==> config.mk <==
export PLATFORM = sky130hd
export DESIGN_NAME = rsso_core
export DESIGN_NICKNAME = d
export VERILOG_FILES = /design/src/rtl/rsso_pkg.sv /design/src/rtl/rsso_sub.sv /design/src/rtl/rsso_core.sv
export SDC_FILE = /design/constraint.sdc
export NUM_CORES = 1
export LEC_CHECK = 0
export BUFFER_PORTS_ARGS = -buffer_cell sky130_fd_sc_hd__buf_4
export CAP_MARGIN = 20
export CORE_AREA = 4 4 92 59
export DETAILED_ROUTE_END_ITERATION = 8
export DIE_AREA = 0 0 96 63
export GPL_TIMING_DRIVEN = 0
export PLACE_DENSITY = 0.76
export SLEW_MARGIN = 20
export SYNTH_ARGS = -nofsm -noshare
export SYNTH_HDL_FRONTEND = slang
export SYNTH_SLANG_ARGS = --single-unit
==> constraint.sdc <==
create_clock -name clk_sys -period 4.6 [get_ports clk_sys]
set_input_delay 0.23 -clock clk_sys [delete_from_list [all_inputs] [get_ports clk_sys]]
set_output_delay 0.23 -clock clk_sys [all_outputs]
set_load 0.02 [all_outputs]
==> src/rtl/rsso_pkg.sv <==
// How it works
// - rotate right through carry into working register
// - rotate keeps memory, changes only carry
// - acc minus operand minus inverted carry
// - carry clear when negative, else set
// - subtract updates all six arithmetic flags
// - memory variant writes difference to memory
// - decrement memory, skip next when zero
// - skip inserts dummy cycles, two total
// - decrement into acc, memory kept, skip
package rsso_pkg;
    localparam int          RSSO_W        = 8;
    localparam logic [7:0]  RSSO_ACC_RST  = 8'h00;
    localparam logic [5:0]  RSSO_FLG_RST  = 6'h00;
    // flag vector bit positions
    localparam int          RSSO_F_C      = 0;
    localparam int          RSSO_F_AC     = 1;
    localparam int          RSSO_F_Z      = 2;
    localparam int          RSSO_F_OV     = 3;
    localparam int          RSSO_F_SC     = 4;
    localparam int          RSSO_F_CZ     = 5;
    localparam logic [1:0]  RSSO_SKIP_CYC = 2'h2;

    typedef enum logic [2:0] {
        RSSO_OP_NONE   = 3'h0,
        RSSO_OP_RRCA   = 3'h1,
        RSSO_OP_SBC_A  = 3'h2,
        RSSO_OP_SBC_M  = 3'h3,
        RSSO_OP_DZ_M   = 3'h4,
        RSSO_OP_DZ_A   = 3'h5
    } rsso_op_t;

    typedef enum logic [1:0] {
        RSSO_ST_RUN  = 2'b01,
        RSSO_ST_SKIP = 2'b10
    } rsso_state_t;
endpackage : rsso_pkg

==> src/rtl/rsso_sub.sv <==
`timescale 1ns/1ps
module rsso_sub
    import rsso_pkg::*;
#(
    parameter int W = RSSO_W
) (
    input  wire logic [W-1:0] a,
    input  wire logic [W-1:0] b,
    input  wire logic         c_in,
    input  wire logic         z_old,
    output logic      [W-1:0] diff,
    output logic      [5:0]   flags
);
    logic [W:0]   full;
    logic [4:0]   low;
    logic         bin;
    always_comb begin
        bin   = ~c_in;
        full  = {1'b0, a} - {1'b0, b} - {{W{1'b0}}, bin};
        low   = {1'b0, a[3:0]} - {1'b0, b[3:0]} - {4'h0, bin};
        diff  = full[W-1:0];
        flags = 6'h00;
        flags[RSSO_F_C]  = ~full[W];
        flags[RSSO_F_AC] = ~low[4];
        flags[RSSO_F_Z]  = (diff == '0);
        flags[RSSO_F_OV] = (a[W-1] ^ b[W-1]) & (a[W-1] ^ diff[W-1]);
        flags[RSSO_F_SC] = flags[RSSO_F_OV] ^ diff[W-1];
        flags[RSSO_F_CZ] = flags[RSSO_F_Z] & z_old;
    end
endmodule : rsso_sub

==> src/rtl/rsso_core.sv <==
`timescale 1ns/1ps
module rsso_core
    import rsso_pkg::*;
#(
    parameter int W = RSSO_W
) (
    input  wire logic         clk_sys,
    input  wire logic         srst,
    input  wire logic         op_valid,
    input  wire rsso_op_t     op_code,
    input  wire logic [W-1:0] mem_rdata,
    output logic              busy,
    output logic [W-1:0]      working_register,
    output logic [5:0]        flags,
    output logic              mem_we,
    output logic [W-1:0]      mem_wdata,
    output logic              skip_next,
    output logic              dummy_cycle
);
    rsso_state_t  st_r;
    rsso_state_t  st_nxt;
    logic [1:0]   cnt_r;
    logic [1:0]   cnt_nxt;
    logic [W-1:0] acc_r;
    logic [W-1:0] acc_nxt;
    logic [W-1:0] wd_r;
    logic [W-1:0] wd_nxt;
    logic [5:0]   flg_r;
    logic [5:0]   flg_nxt;
    logic         we_r;
    logic         we_nxt;
    logic         skip_r;
    logic         skip_nxt;
    logic         dum_r;
    logic         dum_nxt;
    logic         busy_r;
    logic         busy_nxt;
    logic [W-1:0] diff;
    logic [W-1:0] dec;
    logic [5:0]   sflg;
    logic         go;

    // zero test shared by both decrement forms
    function automatic logic is_zero(input logic [W-1:0] v);
        return (v == '0);
    endfunction : is_zero

    rsso_sub #(.W(W)) u_sub (
        .a     (acc_r),
        .b     (mem_rdata),
        .c_in  (flg_r[RSSO_F_C]),
        .z_old (flg_r[RSSO_F_Z]),
        .diff  (diff),
        .flags (sflg)
    );

    always_comb begin
        dec      = mem_rdata - {{(W-1){1'b0}}, 1'b1};
        go       = op_valid && (st_r == RSSO_ST_RUN);
        st_nxt   = st_r;
        cnt_nxt  = cnt_r;
        acc_nxt  = acc_r;
        flg_nxt  = flg_r;
        wd_nxt   = wd_r;
        we_nxt   = 1'b0;
        skip_nxt = 1'b0;
        dum_nxt  = 1'b0;
        unique case (st_r)
            RSSO_ST_RUN: begin
                if (go) begin
                    unique case (op_code)
                        RSSO_OP_RRCA: begin
                            acc_nxt = {flg_r[RSSO_F_C], mem_rdata[W-1:1]};
                            flg_nxt[RSSO_F_C] = mem_rdata[0];
                        end
                        RSSO_OP_SBC_A: begin
                            acc_nxt = diff;
                            flg_nxt = sflg;
                        end
                        RSSO_OP_SBC_M: begin
                            wd_nxt  = diff;
                            we_nxt  = 1'b1;
                            flg_nxt = sflg;
                        end
                        RSSO_OP_DZ_M: begin
                            wd_nxt   = dec;
                            we_nxt   = 1'b1;
                            skip_nxt = is_zero(dec);
                        end
                        RSSO_OP_DZ_A: begin
                            acc_nxt  = dec;
                            skip_nxt = is_zero(dec);
                        end
                        default: begin
                        end
                    endcase
                    if (skip_nxt) begin
                        st_nxt  = RSSO_ST_SKIP;
                        cnt_nxt = RSSO_SKIP_CYC;
                    end
                end
            end
            RSSO_ST_SKIP: begin
                dum_nxt = 1'b1;
                cnt_nxt = cnt_r - 2'h1;
                if (cnt_r == 2'h1) begin
                    st_nxt = RSSO_ST_RUN;
                end
            end
            default: st_nxt = RSSO_ST_RUN;
        endcase
        busy_nxt = (st_nxt == RSSO_ST_SKIP);
    end

    always_ff @(posedge clk_sys) begin
        if (srst) begin
            st_r   <= RSSO_ST_RUN;
            cnt_r  <= 2'h0;
            acc_r  <= RSSO_ACC_RST;
            flg_r  <= RSSO_FLG_RST;
            wd_r   <= '0;
            we_r   <= 1'b0;
            skip_r <= 1'b0;
            dum_r  <= 1'b0;
            busy_r <= 1'b0;
        end else begin
            st_r   <= st_nxt;
            cnt_r  <= cnt_nxt;
            acc_r  <= acc_nxt;
            flg_r  <= flg_nxt;
            wd_r   <= wd_nxt;
            we_r   <= we_nxt;
            skip_r <= skip_nxt;
            dum_r  <= dum_nxt;
            busy_r <= busy_nxt;
        end
    end

    assign busy             = busy_r;
    assign working_register = acc_r;
    assign flags            = flg_r;
    assign mem_we           = we_r;
    assign mem_wdata        = wd_r;
    assign skip_next        = skip_r;
    assign dummy_cycle      = dum_r;
endmodule : rsso_core

== Word-level counts from Yosys, hierarchy flattened ==
Cells that the tools add are included.

* Bits in registers: 30
* Bits of input ports: 14
* Output and inout bits: 26

* $add $sub $neg: 6
* Eq/ne operators: 11
* Mux-type cells: 15
* Bitwise logic cells: 10
* Reductions and logical operators: 16

{| class="wikitable"
|+ Operators with widths
! operator !! count
|-
| 8-bit one-hot mux with 3 select lines || 1
|-
| 8-bit zero test || 2
|-
| 8-bit one-hot mux with 2 select lines || 1
|-
| 3-bit AND reduction || 5
|-
| 2-bit 2-to-1 mux || 5
|-
| 8-bit by 8-bit subtractor with 9-bit output || 1
|-
| 9-bit by 1-bit subtractor with 9-bit output || 1
|-
| 2-bit one-hot mux with 2 select lines || 2
|-
| 8-bit by 1-bit subtractor with 8-bit output (second input constant) || 1
|-
| 3-bit by 2-bit equality test with 1-bit output (second input constant) || 2
|-
| 3-bit equality test (second input constant) || 2
|-
| 2-bit nonzero test || 3
|-
| 2-bit OR reduction || 3
|-
| 1-bit 2-to-1 mux || 5
|-
| 1-bit inverter || 5
|-
| 4-bit by 4-bit subtractor with 5-bit output || 1
|-
| 5-bit by 1-bit subtractor with 5-bit output || 1
|-
| 2-bit by 1-bit equality test with 1-bit output (second input constant) || 2
|-
| 2-bit equality test (second input constant) || 2
|-
| 3-bit by 1-bit equality test with 1-bit output (second input constant) || 1
|-
| 3-bit nonzero test || 1
|-
| 3-bit OR reduction || 1
|-
| 1-bit bitwise XOR || 3
|-
| 1-bit bitwise AND || 2
|-
| 5 further kinds || 5
|}

== Depth between registers and ports, before layout ==
* Depth in word-level cells: 9
* Depth in mapped cells: 9
* Mapped depth without buffers: 9

== Hierarchy ==
A second synthesis with hierarchy kept.

* Cell total of the unflattened synthesis: 324
* Area, all modules: 2479.9 µm²

{| class="wikitable"
|+ Modules (own cells, without submodules)
! module !! times used !! cells each !! area each (µm²) !! sequential area each (µm²)
|-
| rsso_core || 1 || 243 || 1870.5 || 600.6
|-
| rsso_sub || 1 || 81 || 609.3 || 0.0
|}

== Worst setup path after synthesis ==
Ideal clock, no wire load.

* Kind: register -> register
* From: register acc_r[0] (netlist: working_register[0])
* To: register flg_r[5] (netlist: flags[5])
* Data arrival time: 2.660 ns
* Required time: 4.516 ns
* Setup slack: 1.856 ns
* Stages on the path, launching flop included: 9
* Period minus slack after synthesis: 2.744 ns
* Path through: dfxtp_1 -> inv_1 -> fa_1 -> fa_1 -> xor2_1 -> nand3_1 -> a2111oi_0 -> or4b_1 -> o31ai_2

* Word-level cells in the longest chain between the ends: 4

{| class="wikitable"
|+ Ends and longest elaborated chain
! what !! RTL line !! source
|-
| start: declaration || rsso_core.sv:24 || <nowiki>logic [W-1:0] acc_r;</nowiki>
|-
| start signal: assignment || rsso_core.sv:129 || <nowiki>acc_r <= acc_nxt;</nowiki>
|-
| 8-bit by 8-bit subtractor with 9-bit output || rsso_sub.sv:19 || <nowiki>full = {1'b0, a} - {1'b0, b} - {{W{1'b0}}, bin};</nowiki>
|-
| 9-bit by 1-bit subtractor with 9-bit output || rsso_sub.sv:19 ||
|-
| 8-bit zero test || rsso_sub.sv:25 || <nowiki>flags[RSSO_F_Z] = (diff == '0);</nowiki>
|-
| 1-bit bitwise AND || rsso_sub.sv:28 || <nowiki>flags[RSSO_F_CZ] = flags[RSSO_F_Z] & z_old;</nowiki>
|-
| end signal: assignment || rsso_core.sv:130 || <nowiki>flg_r <= flg_nxt;</nowiki>
|-
| end: declaration || rsso_core.sv:28 || <nowiki>logic [5:0] flg_r;</nowiki>
|}

No other way between the ends.
A chain may end at the register's enable or synchronous reset.

== Worst setup path after layout ==
* From: register flg_r[0] (netlist: flags[0])
* To: register flg_r[5] (netlist: flags[5])

* Word-level cells in the longest chain between the ends: 4

{| class="wikitable"
|+ Ends and longest elaborated chain
! what !! RTL line !! source
|-
| 1-bit inverter || rsso_sub.sv:18 || <nowiki>bin = ~c_in;</nowiki>
|-
| 9-bit by 1-bit subtractor with 9-bit output || rsso_sub.sv:19 ||
|-
| 8-bit zero test || rsso_sub.sv:25 ||
|-
| 1-bit bitwise AND || rsso_sub.sv:28 ||
|}

No other way between the ends.

==> summary.md <==
| Metric | Value |
|---|---|
| Outcome | `complete, no violations` |
| Sequential element share of the synthesized area | `0.2698` |
| Ant. Diodes | `0` |
| Worst-path cell chain | `inv_1, fa_1, fa_1, xor2_1, nand3_1, a2111oi_0, or4b_1, o31ai_2` |
| Crit path capture type | `flop` |
| Top routing layer used | `met4` |
| Clk root buf | `clkbuf_8` |
| Post-synth EDFFs | `0` |
| Post-Syn Area | `2226 sq um` |
| Core ar. | `4541 sq um` |
| Slack of the worst reg-to-reg path | `1550 ps` |
| Setup violations, final | `0` |
| Crit path to | `flags[5]` |
| Port bufs | `38` |
| Slew Limit Fails | `0` |
| FILL cells | `415` |
| Synth top area share | `0.2698` |
| All-Layer GR Usage | `0.2110` |
| Worst-path clk slew | `60 ps` |
| Hold-fix buffers at CTS | `0` |
| WL met1 | `3.063 mm` |
| Fmax achieved | `327.6 MHz` |
| Critical Path AT | `3260 ps` |
| Max-slew headroom | `0.5357` |
| Tot Pwr | `0.7631 mW` |
| CTS Buf Count | `5` |
| Mapped Nets | `319` |
| DR iter-0 viols | `197` |
| Pin count of the biggest net entering global routing | `11` |
| Gpl congestion | `0.9574` |
| Cell mode on critical path | `fa_1` |
| Final Worst Setup Slack | `1548 ps` |
| H-tree depth | `2` |
| CP max FO | `3` |
| Clock Path Buffers | `2` |
| Required @ worst endpoint | `4800 ps` |
| Slew @ Worst Pin | `694.9 ps` |
| Mapped Cells | `284` |
| Vias | `2,246` |
| Asr flop ratio synth | `0` |
| P per Cell Area | `285.5 nW/um^2` |
| Area delta synth->final | `20.07%` |
| Final min period | `3052 ps` |
| HP Class | `in -> reg` |
| Number of global-route vias before repair | `2,026` |
| Final Hold Vio Count | `0` |
| Layout cells sized above 1 | `0.1707` |
| Area contributors post-synth | `dfxtp_1 27%, ha_1 11%, inv_1 5.4%` |
| Max_cap viols | `0` |
| Post-cts repair resize count | `0` |
| Initial core utilization | `0.4902` |
| Seq cells post-synth | `30` |
| Fin nets | `364` |
| DR vias/cell | `5.744` |
| Drt total wl | `6.035 mm` |
| Drt pass-1 iters | `4` |
| IO Pins | `40` |
| CP Class | `reg -> reg` |
| Netlist cell types | `51` |
| Synth area leader | `dfxtp_1` |
| Most numerous cell in the Yosys netlist | `inv_1` |
| Setup TNS | `0 ps` |
| RSZ-0062 raised after global routing | `no` |
| Worst flop-to-flop path startpoint | `flags[0]` |
| Worst-Skew Late Latency | `290 ps` |
| CTS tree | `done` |
| First-pass GRT wire length | `9.922 mm` |
| Avg Cell Area, Syn | `7.838 sq um` |
| Row cnt | `19` |
| Reg2Reg Depth | `8` |
| CP Launch Type | `flop` |
| Critical-path top delay cell | `or4b_1` |
| DRC | `0` |
| Gr ovfl total | `0` |
| DR WL met3 | `420 um` |
| DPL Wire Length | `4.771 mm` |
| Maximum vdd drop | `0.1275 mV` |
| Chip Height | `63 um` |
| FF-to-FF End | `flags[5]` |
| Commonest cells post-synth | `32 x inv_1, 30 x dfxtp_1, 27 x nand2_1` |
| Remaining antenna violation count after routing | `0` |
| Initial antenna violation count | `0` |
| Metal2 WL | `2.467 mm` |
| Synth warn | `0` |
| Critical path startpoint | `flags[0]` |
| Pre-CTS setup slack | `1610 ps` |
| Worst-case clock skew | `10.07 ps` |
| CP max stage delay | `580 ps` |
| Sink Count | `30` |
| Post-CTS Setup Repair Bufs | `0` |
| Die Width | `96 um` |
| Final period utilization | `0.6635` |
| Die footprint | `6048 sq um` |
| Post-DR wirelength/cell | `15.43 um` |
| LEAKAGE | `1.139 nW` |
| Ys flop type | `dfxtp_1` |
==> how the worst min path moves through the flow <==
stage / start / end / cells past startpoint
5_1_grt: srst / cnt_r[0] / 3
3_5_place_dp: mem_wdata[6] / mem_wdata[6] / 2
2_1_floorplan: srst / cnt_r[0] / 2
3_3_place_gp: mem_wdata[6] / mem_wdata[6] / 2
4_1_cts: srst / cnt_r[0] / 3
6_report: srst / cnt_r[0] / 3
==> state kept, by name, summed over array words and instances (netlist names) <==
register,flops
mem_wdata,8
st_r,2
dummy_cycle,1
cnt_r,2
flags,6
working_register,8
mem_we,1
busy,1
skip_next,1
==> cell families after synthesis <==
logic type	after synthesis	share of synthesized area
flip-flops	30	0.2698
XOR/XNOR	10	0.03935
AO/OA/AOI/OAI	79	0.2462
multiplexers	2	0.009556
AND/OR/NAND/NOR	101	0.2355
adder cells (fa/ha/maj)	21	0.1248
buffers and inverters	41	0.07476
==> final cells by class <==
type / count / area [sq um] / area share
repair buffers: 38 / 285.3 / 0.1067
well taps: 63 / 78.83 / 0.02949
clock buffers: 6 / 82.58 / 0.03090
plain buffers: 9 / 46.29 / 0.01732
multi-input cells: 213 / 1459 / 0.5459
inverters: 32 / 120.1 / 0.04494
flip-flops and latches: 30 / 600.6 / 0.2247
==> per-stage QoR <==
step                      cells    util  area [sq um]  hold WS, ps
after global routing        391  0.5886          2673        294.5
after global placement      385  0.5704          2590        444.8
after detailed placement    385  0.5704          2590        448.9
after CTS                   391  0.5886          2673        280.0
after floorplan             284       -          2226        421.0
final                       391  0.5886          2673        291.7
==> worst max-delay path, delay by kind of cell, from the launching register on <==
kind / cells / cell delay, ps
simple gates: 2 / 690
fa+ha+maj: 2 / 890
xor+xnor: 1 / 300
flops: 1 / 370
buf+inv: 1 / 120
compound gates: 2 / 610
==> placed cells by master (no fill, tap or decap), types with 2 or more instances in the layout <==
master and count:
a2111oi_0 2, a211oi_1 9, a21oi_1 15, a221oi_1 7
a311oi_1 5, a31oi_1 3, and2_1 3, and3b_1 2
buf_4 41, clkbuf_1 5, clkbuf_8 6, dfxtp_1 30
fa_1 2, ha_1 19, inv_1 32, nand2_1 27
nand2b_1 4, nand3_1 6, nor2_1 21, nor2b_1 7
nor3_1 6, nor3b_1 4, o211ai_1 5, o21ai_0 15
o221ai_1 2, o22ai_1 5, o2bb2ai_1 2, or2_2 2
or3_1 9, or3b_2 2, xnor2_1 4, xor2_1 6
==> report_power, final <==
part	total [mW]	switching, mW	internal, mW
combinational	0.268	0.163	0.106
clock	0.213	0.0978	0.115
sequential	0.282	0.00850	0.273
total	0.763	0.269	0.494
==> routing by layer <==
layer  GRT usage  vias up
li1            -     1108
met1      0.3239     1040
met2      0.2846       88
met3     0.05295       10
met4     0.05851        0
met5           0        -
Note: power is estimated with default switching activity, not from simulation.
